$ cat config.mk
export PLATFORM = sky130hd
export DESIGN_NAME = psar_top
export DESIGN_NICKNAME = d
export VERILOG_FILES = /design/src/psar_pkg.sv /design/src/psar_top.sv /design/src/psar_pin_sync.sv /design/src/psar_run_det.sv
export SDC_FILE = /design/constraint.sdc
export NUM_CORES = 1
export LEC_CHECK = 0
export BUFFER_PORTS_ARGS = -buffer_cell sky130_fd_sc_hd__buf_2
export CORE_MARGIN = 2
export CORE_UTILIZATION = 30
export CTS_BUF_LIST = sky130_fd_sc_hd__clkbuf_16
export DETAILED_ROUTE_END_ITERATION = 10
export HOLD_SLACK_MARGIN = 0.06
export PLACE_DENSITY = 0.58
export SLEW_MARGIN = 5
export SYNTH_ARGS = -nofsm -noshare
export SYNTH_HDL_FRONTEND = slang
export SYNTH_SLANG_ARGS = --single-unit
export TNS_END_PERCENT = 10
$ cat constraint.sdc
create_clock -name sys_clk_i -period 1.9 [get_ports sys_clk_i]
set_clock_uncertainty 0.1 [all_clocks]
set_input_delay 0.095 -clock sys_clk_i [delete_from_list [all_inputs] [get_ports sys_clk_i]]
set_output_delay 0.095 -clock sys_clk_i [all_outputs]
set_load 0.01 [all_outputs]
$ cat src/psar_pkg.sv
package psar_pkg;

    // Register offsets on the processor port
    localparam logic [7:0] OFS_EVT = 8'h08;
    localparam logic [7:0] OFS_MASK = 8'h09;
    localparam logic [7:0] OFS_TRACE = 8'h0a;
    localparam logic [7:0] OFS_APS = 8'h0b;
    localparam logic [7:0] OFS_K1 = 8'h0c;
    localparam logic [7:0] OFS_K2 = 8'h0d;
    localparam logic [7:0] OFS_S1 = 8'h0e;

    // Reset values
    localparam logic [7:0] RST_MASK = 8'h00;
    localparam logic [7:0] RST_TRACE = 8'hcc;
    localparam logic [7:0] RST_RX = 8'h00;
    localparam logic [7:0] RST_EVT = 8'h00;
    localparam logic [7:0] RD_IDLE = 8'h00;

    // Field positions in the APS control and status register
    localparam int unsigned APS_PSBF_EN = 7;
    localparam int unsigned APS_COAPS_EN = 6;
    localparam int unsigned APS_S1_EN = 5;
    localparam int unsigned APS_S1_FLAG = 4;
    localparam int unsigned APS_PSBF_FLAG = 3;
    localparam int unsigned APS_COAPS_FLAG = 2;
    localparam int unsigned APS_PSBF_STATE = 0;

    // Status input event flag layout
    localparam int unsigned NUM_PINS = 4;
    localparam int unsigned EVT_RISE_LSB = 4;

    // Frame counts
    localparam logic [1:0] PERSIST_FRAMES = 2'd3;
    localparam logic [3:0] FAIL_FRAMES = 4'd12;

    // Trace byte serialiser
    localparam logic [2:0] TRACE_LAST_BIT = 3'd7;

    typedef enum logic [1:0] {
        PSAR_TX_IDLE = 2'b01,
        PSAR_TX_SHIFT = 2'b10
    } psar_tx_e;

    // Sticky flag update: a set in the clearing cycle wins
    function automatic logic psar_sticky(input logic cur, input logic set, input logic clr);
        return set | (cur & ~clr);
    endfunction

    function automatic logic psar_hit(input logic [7:0] addr, input logic [7:0] ofs);
        return addr == ofs;
    endfunction

endpackage

$ cat src/psar_top.sv
`timescale 1ns/100ps
//
// Contract
// Upper four event flags set on a rising edge of their status input.
// Lower four event flags set on any change of their status input.
// Reading the event flag register clears all eight flags.
// Flags record events regardless of the interrupt mask bits.
// Unmasked flags drive the active-low interrupt until read; masks reset zero.
// With insert enabled, the programmed trace byte goes out; resets to 0xcc.
// Trace byte is sent most significant bit first.
// Failure alarm declared after twelve frames without three equal K1 bytes.
// Failure alarm cleared once three consecutive frames carry equal K1.
// New K1/K2 pair captured after three equal frames; sets change flag.
// Each K1 and K2 register changes only to a different persisted value.
// Failure change flag set on alarm declare or remove; cleared by read.
// First S1 byte of each frame goes into the rx_sync_status_byte register.
// S1 change flag set when S1 differs from last frame; cleared by read.
// With S1 mask set, an S1 change raises the interrupt.
// With APS mask set, a captured K1/K2 code raises the interrupt.
// With failure mask set, any failure alarm change raises the interrupt.
// Received bytes keep the first received bit in bit 7.
// Receive registers and APS status read-only; APS masks read/write, reset zero.
// Status inputs are synchronised before edge detection.
module psar_top import psar_pkg::*; (
    input wire logic sys_clk_i,
    input wire logic nrst_i,
    input wire logic clk_en_i,
    input wire logic [7:0] addr_i,
    input wire logic [7:0] wdata_i,
    input wire logic wr_i,
    input wire logic rd_i,
    output logic [7:0] rdata_o,
    input wire logic [NUM_PINS-1:0] pmd_status_input_i,
    output logic irq_out_n_o,
    input wire logic rx_frame_i,
    input wire logic [7:0] rx_k1_i,
    input wire logic [7:0] rx_k2_i,
    input wire logic [7:0] rx_s1_i,
    input wire logic trace_insert_enable_i,
    input wire logic tx_trace_slot_i,
    output logic tx_trace_valid_o,
    output logic tx_trace_bit_o
);
    logic [7:0] status_input_event_flag;
    logic [7:0] next_event_flag;
    logic [7:0] status_input_irq_mask;
    logic [7:0] tx_trace_byte;
    logic [7:0] rx_k1_code;
    logic [7:0] rx_k2_code;
    logic [7:0] rx_sync_status_byte;

    logic switch_byte_fail_irq_mask;
    logic aps_code_change_irq_mask;
    logic sync_msg_change_irq_mask;
    logic switch_byte_fail_state;
    logic switch_byte_fail_change_flag;
    logic aps_code_change_flag;
    logic sync_msg_change_flag;

    logic [NUM_PINS-1:0] pin_rise;
    logic [NUM_PINS-1:0] pin_chg;

    logic pair_upd;
    logic pair_hit;
    logic [15:0] pair_val;
    logic k1_upd;
    logic k1_hit;
    logic [7:0] k1_val;

    logic [3:0] fail_cnt;
    logic fail_event;
    logic code_capture;
    logic s1_change;

    logic rd_evt;
    logic rd_aps;
    logic wr_mask;
    logic wr_trace;
    logic wr_aps;
    logic [7:0] aps_view;
    logic [7:0] next_rdata;
    logic irq_pending;

    psar_tx_e tx_state;
    logic [7:0] tx_shift;
    logic [2:0] tx_bit_idx;

    // Register port decode
    assign rd_evt = rd_i && psar_hit(addr_i, OFS_EVT);
    assign rd_aps = rd_i && psar_hit(addr_i, OFS_APS);
    assign wr_mask = wr_i && psar_hit(addr_i, OFS_MASK);
    assign wr_trace = wr_i && psar_hit(addr_i, OFS_TRACE);
    assign wr_aps = wr_i && psar_hit(addr_i, OFS_APS);

    // Status input synchroniser and edge detector
    psar_pin_sync u_pin_sync (
        .sys_clk_i(sys_clk_i),
        .nrst_i(nrst_i),
        .ce_i(clk_en_i),
        .pin_i(pmd_status_input_i),
        .rise_o(pin_rise),
        .chg_o(pin_chg)
    );

    // Persistence on the K1/K2 pair
    psar_run_det #(
        .W(16)
    ) u_pair_det (
        .sys_clk_i(sys_clk_i),
        .nrst_i(nrst_i),
        .ce_i(clk_en_i),
        .frame_i(rx_frame_i),
        .data_i({rx_k1_i, rx_k2_i}),
        .upd_o(pair_upd),
        .hit_o(pair_hit),
        .val_o(pair_val)
    );

    // Persistence on K1 alone for the failure alarm
    psar_run_det #(
        .W(8)
    ) u_k1_det (
        .sys_clk_i(sys_clk_i),
        .nrst_i(nrst_i),
        .ce_i(clk_en_i),
        .frame_i(rx_frame_i),
        .data_i(rx_k1_i),
        .upd_o(k1_upd),
        .hit_o(k1_hit),
        .val_o(k1_val)
    );

    // Event flags: rising edges in the upper nibble, changes in the lower
    always_comb begin
        next_event_flag = status_input_event_flag;
        for (int i = 0; i < NUM_PINS; i++) begin
            next_event_flag[EVT_RISE_LSB+i] = psar_sticky(
                status_input_event_flag[EVT_RISE_LSB+i], pin_rise[i], rd_evt);
            next_event_flag[i] = psar_sticky(
                status_input_event_flag[i], pin_chg[i], rd_evt);
        end
    end

    // Flags never look at the mask
    always_ff @(posedge sys_clk_i) begin
        if (!nrst_i) begin
            status_input_event_flag <= RST_EVT;
        end else if (clk_en_i) begin
            status_input_event_flag <= next_event_flag;
        end
    end

    // Software-written registers
    always_ff @(posedge sys_clk_i) begin
        if (!nrst_i) begin
            status_input_irq_mask <= RST_MASK;
            tx_trace_byte <= RST_TRACE;
            switch_byte_fail_irq_mask <= 1'b0;
            aps_code_change_irq_mask <= 1'b0;
            sync_msg_change_irq_mask <= 1'b0;
        end else if (clk_en_i) begin
            if (wr_mask) begin
                status_input_irq_mask <= wdata_i;
            end
            if (wr_trace) begin
                tx_trace_byte <= wdata_i;
            end
            if (wr_aps) begin
                switch_byte_fail_irq_mask <= wdata_i[APS_PSBF_EN];
                aps_code_change_irq_mask <= wdata_i[APS_COAPS_EN];
                sync_msg_change_irq_mask <= wdata_i[APS_S1_EN];
            end
        end
    end

    // New code only when the persisted pair differs from what is held
    assign code_capture = pair_hit
        && pair_val != {rx_k1_code, rx_k2_code};

    always_ff @(posedge sys_clk_i) begin
        if (!nrst_i) begin
            rx_k1_code <= RST_RX;
            rx_k2_code <= RST_RX;
        end else if (clk_en_i) begin
            if (code_capture) begin
                if (pair_val[15:8] != rx_k1_code) begin
                    rx_k1_code <= pair_val[15:8];
                end
                if (pair_val[7:0] != rx_k2_code) begin
                    rx_k2_code <= pair_val[7:0];
                end
            end
        end
    end

    // Failure alarm: counts frames since K1 last held for three frames
    assign fail_event = k1_upd && (k1_hit
        ? switch_byte_fail_state
        : (!switch_byte_fail_state && fail_cnt == FAIL_FRAMES - 4'd1));

    always_ff @(posedge sys_clk_i) begin
        if (!nrst_i) begin
            fail_cnt <= 4'd0;
            switch_byte_fail_state <= 1'b0;
        end else if (clk_en_i) begin
            if (k1_upd) begin
                if (k1_hit) begin
                    fail_cnt <= 4'd0;
                    switch_byte_fail_state <= 1'b0;
                end else begin
                    if (fail_cnt != FAIL_FRAMES) begin
                        fail_cnt <= fail_cnt + 4'd1;
                    end
                    if (fail_cnt == FAIL_FRAMES - 4'd1) begin
                        switch_byte_fail_state <= 1'b1;
                    end
                end
            end
        end
    end

    // Sync status byte taken every frame
    assign s1_change = rx_frame_i && rx_s1_i != rx_sync_status_byte;

    always_ff @(posedge sys_clk_i) begin
        if (!nrst_i) begin
            rx_sync_status_byte <= RST_RX;
        end else if (clk_en_i) begin
            if (rx_frame_i) begin
                rx_sync_status_byte <= rx_s1_i;
            end
        end
    end

    // APS change flags, cleared by a status read
    always_ff @(posedge sys_clk_i) begin
        if (!nrst_i) begin
            aps_code_change_flag <= 1'b0;
            switch_byte_fail_change_flag <= 1'b0;
            sync_msg_change_flag <= 1'b0;
        end else if (clk_en_i) begin
            aps_code_change_flag <= psar_sticky(
                aps_code_change_flag, code_capture, rd_aps);
            switch_byte_fail_change_flag <= psar_sticky(
                switch_byte_fail_change_flag, fail_event, rd_aps);
            sync_msg_change_flag <= psar_sticky(
                sync_msg_change_flag, s1_change, rd_aps);
        end
    end

    // Read view of the APS register; unused bit reads zero
    always_comb begin
        aps_view = 8'h00;
        aps_view[APS_PSBF_EN] = switch_byte_fail_irq_mask;
        aps_view[APS_COAPS_EN] = aps_code_change_irq_mask;
        aps_view[APS_S1_EN] = sync_msg_change_irq_mask;
        aps_view[APS_S1_FLAG] = sync_msg_change_flag;
        aps_view[APS_PSBF_FLAG] = switch_byte_fail_change_flag;
        aps_view[APS_COAPS_FLAG] = aps_code_change_flag;
        aps_view[APS_PSBF_STATE] = switch_byte_fail_state;
    end

    always_comb begin
        case (addr_i)
            OFS_EVT: begin
                next_rdata = status_input_event_flag;
            end
            OFS_MASK: begin
                next_rdata = status_input_irq_mask;
            end
            OFS_TRACE: begin
                next_rdata = tx_trace_byte;
            end
            OFS_APS: begin
                next_rdata = aps_view;
            end
            OFS_K1: begin
                next_rdata = rx_k1_code;
            end
            OFS_K2: begin
                next_rdata = rx_k2_code;
            end
            OFS_S1: begin
                next_rdata = rx_sync_status_byte;
            end
            default: begin
                next_rdata = RD_IDLE;
            end
        endcase
    end

    // Read data stand only in the cycle after the strobe
    always_ff @(posedge sys_clk_i) begin
        if (!nrst_i) begin
            rdata_o <= RD_IDLE;
        end else if (clk_en_i) begin
            rdata_o <= rd_i ? next_rdata : RD_IDLE;
        end
    end

    // Interrupt from pending flags gated by their masks
    assign irq_pending = (|(status_input_event_flag & status_input_irq_mask))
        || (sync_msg_change_flag && sync_msg_change_irq_mask)
        || (aps_code_change_flag && aps_code_change_irq_mask)
        || (switch_byte_fail_change_flag && switch_byte_fail_irq_mask);

    always_ff @(posedge sys_clk_i) begin
        if (!nrst_i) begin
            irq_out_n_o <= 1'b1;
        end else if (clk_en_i) begin
            irq_out_n_o <= ~irq_pending;
        end
    end

    // Trace byte serialiser, most significant bit first
    always_ff @(posedge sys_clk_i) begin
        if (!nrst_i) begin
            tx_state <= PSAR_TX_IDLE;
            tx_shift <= 8'h00;
            tx_bit_idx <= 3'd0;
            tx_trace_valid_o <= 1'b0;
            tx_trace_bit_o <= 1'b0;
        end else if (clk_en_i) begin
            case (tx_state)
                PSAR_TX_IDLE: begin
                    tx_trace_valid_o <= 1'b0;
                    tx_trace_bit_o <= 1'b0;
                    if (tx_trace_slot_i && trace_insert_enable_i) begin
                        tx_state <= PSAR_TX_SHIFT;
                        tx_shift <= {tx_trace_byte[6:0], 1'b0};
                        tx_bit_idx <= 3'd0;
                        tx_trace_valid_o <= 1'b1;
                        tx_trace_bit_o <= tx_trace_byte[7];
                    end
                end
                PSAR_TX_SHIFT: begin
                    if (tx_bit_idx == TRACE_LAST_BIT - 3'd1) begin
                        tx_state <= PSAR_TX_IDLE;
                    end
                    tx_bit_idx <= tx_bit_idx + 3'd1;
                    tx_trace_bit_o <= tx_shift[7];
                    tx_shift <= {tx_shift[6:0], 1'b0};
                    tx_trace_valid_o <= 1'b1;
                end
                default: begin
                    tx_state <= PSAR_TX_IDLE;
                    tx_trace_valid_o <= 1'b0;
                    tx_trace_bit_o <= 1'b0;
                end
            endcase
        end
    end

    // K1 alone is used only for its run; its value is not kept
    logic unused_k1;
    logic unused_pair;
    assign unused_k1 = ^k1_val;
    assign unused_pair = pair_upd;
endmodule

$ cat src/psar_pin_sync.sv
`timescale 1ns/100ps
module psar_pin_sync import psar_pkg::*; (
    input wire logic sys_clk_i,
    input wire logic nrst_i,
    input wire logic ce_i,
    input wire logic [NUM_PINS-1:0] pin_i,
    output logic [NUM_PINS-1:0] rise_o,
    output logic [NUM_PINS-1:0] chg_o
);
    logic [NUM_PINS-1:0] meta;
    logic [NUM_PINS-1:0] sync2;
    logic [NUM_PINS-1:0] sync3;
    logic [NUM_PINS-1:0] stable;
    logic [NUM_PINS-1:0] next_stable;

    // A new level counts only once the second and third stage agree
    always_comb begin
        next_stable = stable;
        for (int i = 0; i < NUM_PINS; i++) begin
            if (sync2[i] == sync3[i]) begin
                next_stable[i] = sync3[i];
            end
        end
    end

    always_ff @(posedge sys_clk_i) begin
        if (!nrst_i) begin
            meta <= '0;
            sync2 <= '0;
            sync3 <= '0;
            stable <= '0;
            rise_o <= '0;
            chg_o <= '0;
        end else if (ce_i) begin
            meta <= pin_i;
            sync2 <= meta;
            sync3 <= sync2;
            stable <= next_stable;
            rise_o <= next_stable & ~stable;
            chg_o <= next_stable ^ stable;
        end
    end
endmodule

$ cat src/psar_run_det.sv
`timescale 1ns/100ps
module psar_run_det import psar_pkg::*; #(
    parameter int unsigned W = 8
) (
    input wire logic sys_clk_i,
    input wire logic nrst_i,
    input wire logic ce_i,
    input wire logic frame_i,
    input wire logic [W-1:0] data_i,
    output logic upd_o,
    output logic hit_o,
    output logic [W-1:0] val_o
);
    logic [W-1:0] last;
    logic [1:0] run;
    logic [1:0] next_run;

    // Consecutive identical frames, saturating at the persistence count
    always_comb begin
        if (run != 2'd0 && data_i == last) begin
            next_run = (run == PERSIST_FRAMES) ? run : run + 2'd1;
        end else begin
            next_run = 2'd1;
        end
    end

    always_ff @(posedge sys_clk_i) begin
        if (!nrst_i) begin
            last <= '0;
            run <= 2'd0;
            upd_o <= 1'b0;
            hit_o <= 1'b0;
            val_o <= '0;
        end else if (ce_i) begin
            upd_o <= frame_i;
            hit_o <= frame_i && next_run == PERSIST_FRAMES;
            if (frame_i) begin
                last <= data_i;
                run <= next_run;
                val_o <= data_i;
            end
        end
    end
endmodule

==> impl_metrics.py <==
metrics = {
    "sta": {
        "worstMarginPinSlew_ns": 0.740,
        "finalHoldViolCount": 0,
        "maxSlewViolCount": 0,
        "rsz0062_at_grt": "false",
        "fin_setup_tns_ns": 0,
        "worst_slack_ns": 0.222,
        "post-route-period-util_pct": 88.3,
        "min_period_ns": 1.68,
        "fmax_mhz": 596,
        "finalSetupViolCount": 0,
        "relSlewSlack_pct": 50.5,
    },
    "final_layout": {
        "area_growth_pct": 29.0,
        "layout.cells.non_filler": 1075,
        "layout.nets": 858,
        "fill_cells": 1999,
        "drive_gt1_share_pct": 17.3,
    },
    "clocking": {
        "h-tree-depth": 4,
        "cts_tree": "built",
        "cts_buffer_depth": 2,
        "clock-sinks": 129,
        "cts.clk_slew.worst_paths_ns": 0.06,
        "cts-root-buf": "clkbuf_16",
        "insertion_delay_ns": 0.42,
        "cts_setup_buffers": 0,
        "cts_buffers": 17,
    },
    "pwr": {
        "leakage_nw": 3.10,
        "cellPowerDensity_nw_per_um2": 838,
        "ir_drop_mv": 0.455,
        "power.total_mw": 6.47,
    },
    "yosys": {
        "syn_nets": 738,
        "syn_area_um2": 5980,
        "synth_cell_types": 47,
        "synthesis.instances": 676,
        "synth_ff_type": "dfxtp_1",
        "yosys.area.top_type": "dfxtp_1",
        "ys_seq_area_share_pct": 43.2,
        "ys_warn_count": 0,
        "synth-edff-count": 0,
        "synth.area.top_cells": "dfxtp_1, mux2i_1, nand2_1, a21oi_1, nor2_1",
        "syn_avg_cell_area_um2": 8.85,
        "yosysTopAreaCellShare_pct": 43.2,
        "synth_seq_cells": 129,
        "synth-async-reset-ratio_pct": 0,
    },
    "worst_setup_path": {
        "r2r_start": "tx_state[0]",
        "critical_path_required_ns": 2.13,
        "worst-r2r-cell-count": 7,
        "cp_data_arrival_time_ns": 1.91,
        "regToRegSetupSlack_ns": 0.22,
        "start_kind": "flop",
        "crit_path_end_kind": "flop",
        "path_max_fanout": 16,
        "r2r_end": "tx_shift[5]",
        "path_class": "flop to flop",
    },
    "placed_design": {
        "place_ws_ns": -0.163,
        "gp_congestion": 0.840,
        "dp_hpwl_um": 11300,
        "io_buffers": 62,
        "dp.cells": 1002,
    },
    "route": {
        "vias_per_cell": 4.69,
        "vias": 5046,
        "wl_per_cell_um": 14.4,
        "drt-pass1-iter-count": 5,
        "drt-total-wl_um": 15400,
        "first_iter_violations": 297,
        "postRouteAntennaNets": 0,
        "drc_errors": 0,
    },
    "hold_path": {
        "hold_depth": 3,
        "hold_path_class": "input port to flop",
        "worstHoldEndpoint": "rdata_o[5]",
        "hp-start": "addr_i[0]",
    },
    "floorplan": {
        "die-area_um2": 21100,
        "ios": 63,
        "fp.dieH_um": 145,
        "die_x_um": 145,
        "core-area_um2": 19500,
        "initial_core_util_pct": 30.6,
        "rows": 51,
    },
    "global_route": {
        "grt_pass1_vias": 4821,
        "grt_max_degree": 36,
        "grt_pass1_wl_um": 25300,
        "globalRouteOverflowTotal": 0,
        "grt_usage_pct": 15.1,
        "antenna_found_initial": 1,
    },
    "flow_run": {
        "maxCapViolations": 0,
    },
    "outcome": {
        "outcome": "complete, no violations",
    },
}
power by group:
part / internal, mW / switching [mW]
sequential: 2.77 / 0.0594
combinational: 0.263 / 0.304
clock: 1.89 / 1.18
total: 4.92 / 1.54
worst max path at each step:
| stage | start | end | cells after the start |
|---|---|---|---|
| after global routing | tx_state[0] | tx_shift[3] | 7 |
| after CTS | tx_state[0] | tx_shift[5] | 7 |
| final | tx_state[0] | tx_shift[5] | 7 |
| after floorplan | addr_i[5] | status_input_event_flag[0] | 5 |
| after global placement | addr_i[5] | status_input_event_flag[5] | 5 |
| after detailed placement | addr_i[5] | status_input_event_flag[5] | 5 |
placed cells by master, fill, tap and decap left out, drive strengths merged, types with 5 or more instances in the layout:
cell / n
o22ai: 5
nand4: 9
nand3: 11
xor2: 24
clkbuf: 17
buf: 98
o21ai: 24
clkinv: 8
dfxtp: 129
dlygate4sd3: 40
nor4: 8
nand2: 127
o2bb2ai: 5
nor2: 56
ha: 10
xnor2: 16
nand2b: 5
mux4: 5
nor3: 6
a32o: 9
inv: 18
mux2i: 74
a211oi: 11
a21oi: 50
final cells by class:
type,count,area [µm²],area share [%]
clock inverter,15,128,1.65
inverter,16,60.1,0.778
clock buffer,17,425,5.51
timing repair buffer,138,993,12.9
sequential,129,2580,33.5
antenna,1,2.50,0.0324
multi-input combinational,494,3190,41.4
tap,265,332,4.30
cells by family after synthesis:
| group | Yosys count | synth area share (%) |
|---|---|---|
| and+or+nand+nor | 242 | 18.1 |
| DFF | 129 | 43.2 |
| AOI/OAI and AO/OA | 119 | 12.4 |
| muxes | 79 | 14.3 |
| buffers and inverters | 53 | 3.47 |
| xor gates and xnor gates | 40 | 5.86 |
| adders and majority gates | 14 | 2.76 |
registers in the layout (all words and copies together) (netlist names), 2 cells and up:
register and flops:
rx_k2_code 8, u_k1_det.run 2, rdata_o 8, status_input_irq_mask 8, tx_trace_byte 8, u_pin_sync.stable 4, u_pair_det.run 2, u_pin_sync.sync3 4
rx_sync_status_byte 8, tx_bit_idx 3, fail_cnt 4, u_pin_sync.sync2 4, tx_state 2, tx_shift 7, rx_k1_code 8, status_input_event_flag 8
u_pin_sync.rise_o 4, u_pin_sync.chg_o 4, u_pin_sync.meta 4, u_k1_det.last 8, u_pair_det.last 8
per-layer routing:
metal,global-route usage (%),part of all wire [%]
met1,20.4,50
met5,0,0
met2,23.4,45
met3,3.93,4.4
met4,5.00,1.5
worst max-delay path, cell delays in order (launching register included):
cell and delay [ns]:
dfxtp_1 0.35, inv_1 0.05, ha_1 0.29, nand2b_1 0.17, a21oi_1 0.14, buf_4 0.22, nor2_1 0.06, a211oi_1 0.21
stage by stage:
stage	hold WS (ns)	cell area [µm²]	utilization, %
after floorplan	0.123	5980	-
after global placement	0.230	6760	34.6
after detailed placement	0.243	6760	34.6
after CTS	0.123	7710	39.5
after global routing	0.182	7710	39.5
final	0.128	7710	39.5
timing repair:
item,4_1_cts,5_1_grt
hold buffers,40,0
gates resized for setup,0,0
hold endpoints to repair,52,0
synthesized netlist by cell type (2+ instances only):
cell type	number
clkbuf_1	30
or4_4	2
nand2b_1	5
nor3_1	6
a21o_1	2
nor2_1	56
inv_1	15
nor2b_1	4
mux4_2	5
o2bb2ai_1	5
or3_1	3
xnor2_1	16
xor2_1	24
a31oi_1	3
dfxtp_1	129
mux2i_1	74
a32o_1	9
nand4b_1	2
a211oi_1	11
nand3_1	11
nor4_1	7
nand3b_1	2
o21ai_0	24
a22oi_1	3
and4_1	3
o22ai_1	5
a21oi_1	50
nand4_1	9
nand2_1	127
ha_1	10
maj3_1	4
buf_1	5
No activity file was read; power rests on OpenSTA's default activity.
